===== src/rtl/tsc_consts.vh =====
`ifndef TSC_CONSTS_VH
`define TSC_CONSTS_VH
// command bytes
`define TSC_CMD_PUT       8'h70
`define TSC_CMD_GET       8'h67
`define TSC_CMD_LOCK      8'h4c
`define TSC_CMD_RECAL     8'h62
`define TSC_CMD_LAST      8'h6c
`define TSC_CMD_RESET     8'h72
`define TSC_CMD_VERSION   8'h56
`define TSC_CMD_SIGN      8'h57
`define TSC_CMD_SLEEP     8'h5a
`define TSC_CMD_MCLK      8'h11
`define TSC_CMD_SYNC      8'h12
`define TSC_CMD_CLAMP     8'h13
`define TSC_NULL          8'h00
// timing, in their own units, at 20 MHz (50 ns)
`define TSC_CLK_HZ        20000000
`define TSC_TWIN_MS       100
`define TSC_TRST_MS       16
`define TSC_TSTUCK_MS     2000
`define TSC_TWAKE_US      10
`define TSC_TWIN_CYC      ((`TSC_TWIN_MS * (`TSC_CLK_HZ / 1000)))
`define TSC_TRST_CYC      ((`TSC_TRST_MS * (`TSC_CLK_HZ / 1000)))
`define TSC_TSTUCK_CYC    ((`TSC_TSTUCK_MS * (`TSC_CLK_HZ / 1000)))
`define TSC_TWAKE_CYC     ((`TSC_TWAKE_US * (`TSC_CLK_HZ / 1000000)) + 1)
// reset values
`define TSC_MCLK_RST      2'h0
`define TSC_SYNC_RST      1'b0
`define TSC_CLAMP_RST     1'b0
`endif


===== src/rtl/tsc_supervisor.v =====
`timescale 1ns/1ns
`include "tsc_consts.vh"
`default_nettype none
module tsc_supervisor #(
    parameter TWIN_CYC   = `TSC_TWIN_CYC,
    parameter TRST_CYC   = `TSC_TRST_CYC,
    parameter TSTUCK_CYC = `TSC_TSTUCK_CYC,
    parameter [7:0] VERSION   = 8'h15,  // arbitrary value
    parameter [7:0] SIGNATURE = 8'h5c   // arbitrary value
) (
    input  wire       i_clk_sys,        // system clock 20 MHz
    input  wire       i_rst,            // async reset, active high
    input  wire       i_rx_valid,       // one-cycle pulse: command byte received
    input  wire [7:0] i_rx_byte,        // received byte
    input  wire       i_tx_done,        // pulse: reply byte shifted out to host
    input  wire       i_lock_done,      // pulse: storage write finished
    input  wire       i_burst_active,   // acquisition burst of scoped keys
    input  wire       i_cal_busy,       // scoped keys calibrating
    input  wire       i_wake_sense_pin, // wake pin, async, low wakes
    input  wire [1:0] i_mclk_strap,     // mclk rate kept in storage
    input  wire       i_clamp_strap,    // clamp polarity kept in storage
    output reg        o_tx_load,        // pulse: load o_tx_byte for next transfer
    output reg  [7:0] o_tx_byte,        // reply byte
    output reg        o_write_mode,     // direction flag, 1 = write
    output reg        o_lock_start,     // pulse: store all keys' reference data
    output reg        o_bound_arm,      // pulse: boundary checks may begin
    output reg        o_recal_start,    // pulse: (re)start scoped calibration
    output reg        o_sleep,          // device asleep
    output reg        o_sys_reset,      // pulse: full device reset request
    output reg  [1:0] o_mclk_sel,       // master clock rate in effect
    output reg  [1:0] o_mclk_pend,      // master clock rate written
    output reg        o_clamp_pol,      // clamp polarity in effect
    output reg        o_clamp_pend,     // clamp polarity written
    output wire       o_sync_out,       // scope sync, rests low
    output reg        o_busy            // waiting for second byte, storage, reset or wake
);
    localparam [6:0] S_IDLE  = 7'h01;
    localparam [6:0] S_ARG   = 7'h02;
    localparam [6:0] S_LOCKW = 7'h04;
    localparam [6:0] S_RSTE  = 7'h08;
    localparam [6:0] S_RSTW  = 7'h10;
    localparam [6:0] S_SLPE  = 7'h20;
    localparam [6:0] S_SLP   = 7'h40;

    reg  [6:0]  state;
    reg  [7:0]  pend_cmd;
    reg  [7:0]  last_cmd;
    reg         last_rep;
    reg  [31:0] tmr;
    reg         sync_en;
    reg  [7:0]  wake_cnt;
    reg         wk_m;
    reg         wk_s;
    reg         boot;

    // rising burst edges not needed: pulse follows burst while enabled
    assign o_sync_out = sync_en & i_burst_active;

    function is_arg_cmd;
        input [7:0] b;
        begin
            is_arg_cmd = (b == `TSC_CMD_LOCK) || (b == `TSC_CMD_RESET) ||
                         (b == `TSC_CMD_SLEEP) || (b == `TSC_CMD_MCLK) ||
                         (b == `TSC_CMD_SYNC) || (b == `TSC_CMD_CLAMP);
        end
    endfunction

    // wake pin is asynchronous: two flops before any logic
    always @(posedge i_clk_sys or posedge i_rst) begin
        if (i_rst) begin
            wk_m <= 1'b1;
            wk_s <= 1'b1;
        end else begin
            wk_m <= i_wake_sense_pin;
            wk_s <= wk_m;
        end
    end

    always @(posedge i_clk_sys or posedge i_rst) begin
        if (i_rst) begin
            state         <= S_IDLE;
            pend_cmd      <= 8'h00;
            last_cmd      <= 8'h00;
            last_rep      <= 1'b0;
            tmr           <= 32'h0;
            sync_en       <= `TSC_SYNC_RST;
            wake_cnt      <= 8'h00;
            boot          <= 1'b1;
            o_tx_load     <= 1'b0;
            o_tx_byte     <= 8'h00;
            o_write_mode  <= 1'b0;
            o_lock_start  <= 1'b0;
            o_bound_arm   <= 1'b0;
            o_recal_start <= 1'b0;
            o_sleep       <= 1'b0;
            o_sys_reset   <= 1'b0;
            o_mclk_sel    <= `TSC_MCLK_RST;
            o_mclk_pend   <= `TSC_MCLK_RST;
            o_clamp_pol   <= `TSC_CLAMP_RST;
            o_clamp_pend  <= `TSC_CLAMP_RST;
            o_busy        <= 1'b0;
        end else begin
            o_tx_load     <= 1'b0;
            o_lock_start  <= 1'b0;
            o_bound_arm   <= 1'b0;
            o_recal_start <= 1'b0;
            o_sys_reset   <= 1'b0;
            boot          <= 1'b0;
            // stored settings take effect at (re)start only
            if (boot) begin
                o_mclk_sel   <= i_mclk_strap;
                o_mclk_pend  <= i_mclk_strap;
                o_clamp_pol  <= i_clamp_strap;
                o_clamp_pend <= i_clamp_strap;
                o_bound_arm  <= 1'b1;
            end
            if (i_rx_valid && state != S_SLP) begin
                if (i_rx_byte == `TSC_CMD_LAST) begin
                    last_rep <= 1'b1;
                end else begin
                    last_rep <= 1'b0;
                    last_cmd <= i_rx_byte;         // erroneous bytes too
                end
            end
            case (state)
            S_IDLE: begin
                o_busy <= 1'b0;
                if (i_rx_valid) begin
                    o_tx_load <= 1'b1;
                    o_tx_byte <= i_rx_byte;
                    case (i_rx_byte)
                    `TSC_CMD_PUT: o_write_mode <= 1'b1;
                    `TSC_CMD_GET: o_write_mode <= 1'b0;
                    `TSC_CMD_LAST: o_tx_byte <= last_rep ? `TSC_CMD_LAST : last_cmd;
                    `TSC_CMD_VERSION: o_tx_byte <= VERSION;
                    `TSC_CMD_SIGN: o_tx_byte <= SIGNATURE;
                    `TSC_CMD_RECAL: begin
                        // restart even if already calibrating
                        if (o_write_mode) begin
                            o_recal_start <= 1'b1;
                            o_bound_arm   <= 1'b1;
                        end else begin
                            o_tx_load <= 1'b0;
                        end
                    end
                    `TSC_CMD_SYNC: begin
                        // get form returns setting; put form needs operand
                        if (!o_write_mode) o_tx_byte <= {7'h00, sync_en};
                    end
                    `TSC_CMD_MCLK: begin
                        if (!o_write_mode) o_tx_byte <= {6'h00, o_mclk_pend};
                    end
                    `TSC_CMD_CLAMP: begin
                        if (!o_write_mode) o_tx_byte <= {7'h00, o_clamp_pend};
                    end
                    default: ;
                    endcase
                    if (is_arg_cmd(i_rx_byte) && o_write_mode) begin
                        o_tx_load <= 1'b0;
                        pend_cmd  <= i_rx_byte;
                        tmr       <= 32'h0;
                        state     <= S_ARG;
                        o_busy    <= 1'b1;
                    end else if (is_arg_cmd(i_rx_byte) && i_rx_byte != `TSC_CMD_SYNC &&
                                 i_rx_byte != `TSC_CMD_MCLK && i_rx_byte != `TSC_CMD_CLAMP) begin
                        o_tx_load <= 1'b0;         // put-only in read mode: ignored
                    end
                end
            end
            S_ARG: begin
                tmr <= tmr + 32'h1;
                if (tmr >= TWIN_CYC - 1) begin
                    state <= S_IDLE;
                end else if (i_rx_valid) begin
                    state <= S_IDLE;
                    case (pend_cmd)
                    `TSC_CMD_LOCK: if (i_rx_byte == `TSC_NULL) begin
                        o_lock_start <= 1'b1;
                        state        <= S_LOCKW;
                    end
                    `TSC_CMD_RESET: if (i_rx_byte == `TSC_NULL) begin
                        o_tx_load <= 1'b1;
                        o_tx_byte <= `TSC_CMD_RESET;
                        tmr       <= 32'h0;
                        state     <= S_RSTE;
                    end
                    `TSC_CMD_SLEEP: if (i_rx_byte == `TSC_NULL) begin
                        o_tx_load <= 1'b1;
                        o_tx_byte <= `TSC_CMD_SLEEP;
                        tmr       <= 32'h0;
                        state     <= S_SLPE;
                    end
                    `TSC_CMD_MCLK: if (i_rx_byte[7:2] == 6'h00) begin
                        o_mclk_pend <= i_rx_byte[1:0];
                        o_tx_load   <= 1'b1;
                        o_tx_byte   <= `TSC_CMD_MCLK;
                    end
                    `TSC_CMD_SYNC: if (i_rx_byte[7:1] == 7'h00) begin
                        sync_en   <= i_rx_byte[0];
                        o_tx_load <= 1'b1;
                        o_tx_byte <= `TSC_CMD_SYNC;
                    end
                    `TSC_CMD_CLAMP: if (i_rx_byte[7:1] == 7'h00) begin
                        o_clamp_pend <= i_rx_byte[0];
                        o_tx_load    <= 1'b1;
                        o_tx_byte    <= `TSC_CMD_CLAMP;
                    end
                    default: ;
                    endcase
                end
            end
            S_LOCKW: if (i_lock_done) begin
                o_tx_load <= 1'b1;
                o_tx_byte <= `TSC_CMD_LOCK;
                state     <= S_IDLE;
            end
            S_RSTE: begin
                tmr <= tmr + 32'h1;
                if (i_tx_done) begin
                    tmr   <= 32'h0;
                    state <= S_RSTW;
                end else if (tmr >= TSTUCK_CYC - 1) begin
                    o_sys_reset <= 1'b1;
                    state       <= S_IDLE;
                end
            end
            S_RSTW: begin
                tmr <= tmr + 32'h1;
                if (tmr >= TRST_CYC - 1) begin
                    o_sys_reset <= 1'b1;
                    state       <= S_IDLE;
                end
            end
            S_SLPE: begin
                tmr <= tmr + 32'h1;
                if (i_tx_done) begin
                    o_sleep  <= 1'b1;
                    wake_cnt <= 8'h00;
                    state    <= S_SLP;
                end else if (tmr >= TSTUCK_CYC - 1) begin
                    o_sys_reset <= 1'b1;
                    state       <= S_IDLE;
                end
            end
            S_SLP: begin
                // high pin restarts the low-time count
                wake_cnt <= wk_s ? 8'h00 : wake_cnt + 8'h01;
                if (!wk_s && wake_cnt >= (`TSC_TWAKE_CYC) - 1) begin
                    o_sleep      <= 1'b0;
                    o_write_mode <= 1'b0;
                    o_tx_load    <= 1'b1;
                    o_tx_byte    <= `TSC_CMD_SLEEP;
                    state        <= S_IDLE;
                end
            end
            default: state <= S_IDLE;
            endcase
        end
    end
endmodule // tsc_supervisor
`default_nettype wire

===== config.mk =====
export PLATFORM = sky130hd
export DESIGN_NAME = tsc_supervisor
export DESIGN_NICKNAME = d
export VERILOG_FILES = /design/src/rtl/tsc_supervisor.v
export VERILOG_INCLUDE_DIRS = /design/src /design/src/rtl
export SDC_FILE = /design/constraint.sdc
export NUM_CORES = 1
export LEC_CHECK = 0
export ABC_AREA = 1
export BUFFER_PORTS_ARGS = -buffer_cell sky130_fd_sc_hd__buf_2
export CAP_MARGIN = 10
export CORE_UTILIZATION = 45
export DETAILED_ROUTE_END_ITERATION = 7
export SLEW_MARGIN = 20
export SYNTH_ARGS = -nofsm -noshare
export SYNTH_HDL_FRONTEND = slang
export SYNTH_SLANG_ARGS = --single-unit

===== constraint.sdc =====
create_clock -name i_clk_sys -period 5.05 [get_ports i_clk_sys]
set_input_delay 0.2525 -clock i_clk_sys [delete_from_list [all_inputs] [get_ports i_clk_sys]]
set_output_delay 0.2525 -clock i_clk_sys [all_outputs]
set_load 0.005 [all_outputs]

## Yosys cells after proc, flatten, opt, wreduce, memory -nomap -nowiden

Cells that the tools add are included.

- Bits in registers: 90
- Output and inout port bits: 23
- Input bits: 19

- Reductions and logical operators: 32
- Equality and inequality tests: 45
- $lt $le $gt $ge: 4
- Bitwise operators: 3
- Add/sub/neg operators: 2
- Muxes and demuxes: 94

Operator list:

| cell | number |
|---|---|
| $mux W32 | 7 |
| $mux W8 | 16 |
| $pmux W32 S4 | 1 |
| $eq A8 B7 Y1 const B | 12 |
| $mux W7 | 10 |
| $pmux W7 S7 | 1 |
| $eq A8 B5 Y1 const B | 6 |
| $pmux W8 S6 | 1 |
| $pmux W8 S5 | 1 |
| $mux W1 | 39 |
| $add A32 B1 Y32 const B | 1 |
| $ge A32 B19 Y1 const B | 1 |
| $ge A32 B21 Y1 const B | 1 |
| $ge A32 B26 Y1 const B | 1 |
| $pmux W8 S4 | 1 |
| $ne A8 B5 Y1 const B | 3 |
| $ne A3 B3 Y1 const B | 6 |
| $pmux W6 S3 | 1 |
| $ne A2 B2 Y1 const B | 8 |
| $pmux W8 S2 | 1 |
| $mux W2 | 6 |
| $reduce_and A12 Y1 | 1 |
| $reduce_and A3 Y1 | 3 |
| $add A8 B1 Y8 const B | 1 |
| 32 further kinds | 51 |

## Depth between registers and ports, before layout

- Depth in word-level cells: 13
- Depth in mapped cells: 14
- Mapped depth without buffers: 13

## Worst setup path before layout

Ideal clock, no wire load.

- Path kind: reg2reg
- From: register tmr[0]
- To: register o_tx_byte[0]
- Data required time: 4.933 ns
- Setup slack: 3.283 ns
- Arrival: 1.650 ns
- Cell stages (with the launch flop): 14
- Cell sequence: dfrtp_1 -> ha_1 -> nand2_1 -> inv_1 -> nand2_2 -> nand2_1 -> nand2_1 -> nand2_2 -> a21oi_2 -> nand2_1 -> nand2_2 -> nand2_4 -> nand2_1 -> nand2_1

- Cells in the longest elaborated chain, start to end: 3

Ends and longest elaborated chain:

| what | RTL line | RTL |
|---|---|---|
| from (decl) | tsc_supervisor.v:49 | `reg [31:0] tmr;` |
| from (signal assigned) | tsc_supervisor.v:171 | `tmr <= tmr + 32'h1;` |
| from (signal assigned) | tsc_supervisor.v:218 | `tmr <= tmr + 32'h1;` |
| from (signal assigned) | tsc_supervisor.v:228 | `tmr <= tmr + 32'h1;` |
| $ge A32 B21 Y1 | tsc_supervisor.v:172 | `if (tmr >= TWIN_CYC - 1) begin` |
| $ne A2 B2 Y1 (no source line) | - |  |
| $reduce_and A12 Y1 (no source line) | - |  |
| to (signal assigned) | tsc_supervisor.v:183 | `` o_tx_byte <= `TSC_CMD_RESET; `` |
| to (signal assigned) | tsc_supervisor.v:189 | `` o_tx_byte <= `TSC_CMD_SLEEP; `` |
| to (signal assigned) | tsc_supervisor.v:196 | `` o_tx_byte <= `TSC_CMD_MCLK; `` |
| to (decl) | tsc_supervisor.v:23 | `output reg [7:0] o_tx_byte,` |

Every way passes these cells.
A chain may end at the register's enable or synchronous reset.

## Worst setup path in the final report

- From: register state[0]
- To: register tmr[17]

- Cells in the longest elaborated chain, start to end: 4
- Elaborated cells on any way between the ends: 11
- Those cells by class: eq/ne (7); mux (1); reduce/logical (3)

Ends and longest elaborated chain:

| what | RTL line | RTL |
|---|---|---|
| from (decl) | tsc_supervisor.v:45 | `reg [6:0] state;` |
| from (signal assigned) | tsc_supervisor.v:81 | `state <= S_IDLE;` |
| from (signal assigned) | tsc_supervisor.v:162 | `state <= S_ARG;` |
| from (signal assigned) | tsc_supervisor.v:173 | `state <= S_IDLE;` |
| $eq A7 B6 Y1 / $eq A7 B5 Y1 (equally long branches) | tsc_supervisor.v:125 | `case (state)` |
| $reduce_or A2 Y1 (no source line) | - |  |
| $reduce_bool A4 Y1 (no source line) | - |  |
| $reduce_and A3 Y1 (no source line) | - |  |

Several ways; a longest one is shown, not always the timed one.

==> results.json <==
{
  "synth_nets": 1064,
  "routedWlPerCell_um": 14.5,
  "h-tree-depth": 3,
  "drtPass1Iterations": 5,
  "syn_area_um2": 6790,
  "track_usage_pct": 25.2,
  "ys_ff_latch": 90,
  "syn_avg_cell_area_um2": 6.51,
  "relSlewSlack_pct": 58.8,
  "dieArea_um2": 15600,
  "arrival_ns": 2.51,
  "synthCells": 1042,
  "grt_pass1_wl_mm": 31.3,
  "path_class": "flip-flop to flip-flop",
  "cpMaxStageDelayCell": "dfstp_2",
  "cts_tree": "done",
  "slew_viol_final": 0,
  "design_area_um2": 7440,
  "antenna_found_initial": 0,
  "io_buffer_count": 40,
  "grt_max_degree": 48,
  "route.detailed.drc": 0,
  "clockRootBuffer": "clkbuf_16",
  "clk_latency_ns": 0.36,
  "seq_area_frac_synth_pct": 33.3,
  "slowest_delay_ns": 0.56,
  "max_cap_viol_count": 0,
  "period_minus_slack_ns": 2.27,
  "io_pins": 42,
  "setup_tns_ns": 0,
  "synth.area.top_cells": "dfrtp_1, nand2_1, nand3_1",
  "synth.distinct_cells": 44,
  "first_iter_violations": 441,
  "clockBufferDepth": 2,
  "synth_area_leader_cell": "dfrtp_1",
  "cts_setup_buffers": 0,
  "place.gp.congestion": 0.917,
  "vias_per_cell": 5.21,
  "end_kind": "flip-flop",
  "synth_flop_cell": "dfrtp_1",
  "drive_gt1_share_pct": 14.6,
  "die_y_um": 125,
  "skew_ns": 0.00943,
  "coreArea_um2": 14600,
  "power.leakage_nw": 3.71,
  "hold_class": "input pin to flip-flop",
  "status": "finished, final reports clean",
  "fin_crit_sh_pct": 45.0,
  "cts_resized": 0,
  "die_w_um": 125,
  "final_hold_viol_count": 0,
  "finalHoldWorstSlack_ns": 0.113,
  "synthTopCellsByCount": "nand2_1, nor2_1, inv_1",
  "powerDensity_nw_per_um2": 341,
  "grt_pass1_vias": 6345,
  "rsz0062_at_grt": "false",
  "yosysWarnings": 0,
  "async_flop_share_pct": 100,
  "synth_edf_count": 0,
  "startpoint_type": "flip-flop",
  "overflow": 0,
  "r2r_slack_ns": 2.78,
  "crit_fanout": 23,
  "vdd_ir_drop_max_v": 0.000225,
  "path_clk_slew_ns": 0.07,
  "routed_wl_mm": 18.3,
  "cts_buffers": 9,
  "vias": 6590,
  "start_util_pct": 46.3,
  "finalSetupViolations": 0,
  "final_antenna_net_count": 0,
  "rows": 44,
  "synthToLayoutAreaGrowth_pct": 9.59,
  "final_nets": 1097,
  "fmax_ghz": 0.440,
  "place.detailed.hpwl_mm": 14.0,
  "diodes": 0,
  "cp_cell_sequence": "nand2_1 -> nor2_1 -> nand2_4 -> nand3_2 -> nor2_4 -> nor2_8 -> nand2_4 -> nor2_4 -> nor2_1",
  "synthDominantCellAreaShare_pct": 31.7,
  "synthMostInstantiatedCell": "nand2_1",
  "clock-sinks": 90,
  "cp_data_required_time_ns": 5.29,
  "worstMarginPinSlew_ns": 0.618,
  "place_area_um2": 7090
}
cells in the final DEF, fill, tap and decap left out, drive strengths merged:
master and count:
nor4 1, dfrtp 86, a21oi 11, dfstp 4, o211ai 1, o21ai 44, a21boi 1, clkinv 1
a31oi 9, dlygate4sd3 2, a211oi 1, nand4 40, o22ai 3, nand3 116, nand2 360, and3 3
clkinvlp 3, xnor2 2, xor2 4, nor2 162, clkbuf 9, buf 41, ha 3, nor3 31
a31o 1, nand3b 3, bufinv 2, inv 133, o21a 2, conb 1
critical path, delay by kind of cell, from the launching register on:
family / cells / cell delay [ns]
simple gates: 9 / 1.57
flops: 1 / 0.56
cell families (layout without fill, tap and decap cells):
logic type / Yosys count / in the layout / synth area share, %
AOI/OAI and AO/OA: 73 / 73 / 6.08
xor gates and xnor gates: 6 / 6 / 0.774
adders and majority gates: 3 / 3 / 0.553
buffers and inverters: 153 / 191 / 9.33
DFF: 90 / 90 / 33.3
other: 1 / 1 / 0.0553
and+or+nand+nor: 716 / 716 / 49.9
state kept, by name (all words and copies together), names as in the netlist, 2 cells and up:
signal,count
o_mclk_pend,2
o_mclk_sel,2
last_cmd,8
pend_cmd,8
o_tx_byte,8
state,7
wake_cnt,8
tmr,32
final timing paths:
path                          startpoint     endpoint  cells after the start
max                             state[0]      tmr[17]                      9
min                        i_clamp_strap  o_clamp_pol                      3
max reg2reg                     state[0]      tmr[17]                      9
min reg2reg                         wk_m         wk_s                      0
max in group asynchronous          i_rst     state[0]                      4
min in group asynchronous          i_rst      tmr[18]                      3
cell type report:
| type | instances | area [um2] |
|---|---|---|
| fillers | 1539 | 7210 |
| multi-input cells | 799 | 3900 |
| flip-flops and latches | 90 | 2260 |
| inverters | 132 | 500 |
| well taps | 184 | 230 |
| repair buffers | 43 | 228 |
| clock buffers | 9 | 225 |
| clock inverters | 7 | 100 |
metal layers:
metal	share of wire (%)	global-route usage, %
met5	0	0
met4	2.4	10.2
met3	3.9	3.57
met2	49	43.8
met1	45	31.3
stage by stage:
stage / setup slack [ns] / total power, mW / util, % / cells
3_3_place_gp: 2.75 / 1.80 / 48.4 / 1246
3_5_place_dp: 2.74 / 1.80 / 48.4 / 1246
4_1_cts: 2.73 / 2.57 / 50.8 / 1264
6_report: 2.78 / 2.53 / 50.8 / 1264
5_1_grt: 2.60 / 2.70 / 50.8 / 1264
2_1_floorplan: 2.47 / 1.63 / - / 1042
what timing repair did:
action                     4_1_cts  5_1_grt
setup endpoints to repair        0        0
hold buffers                     2        0
hold endpoints to repair         7        0
report_power, final:
group / switching (mW) / leakage (nW) / internal, mW
clock network: 0.316 / 0.149 / 0.437
logic: 0.616 / 2.43 / 0.255
registers: 0.0818 / 1.13 / 0.828
total: 1.01 / 3.71 / 1.52
No activity file was read; power rests on OpenSTA's default activity.
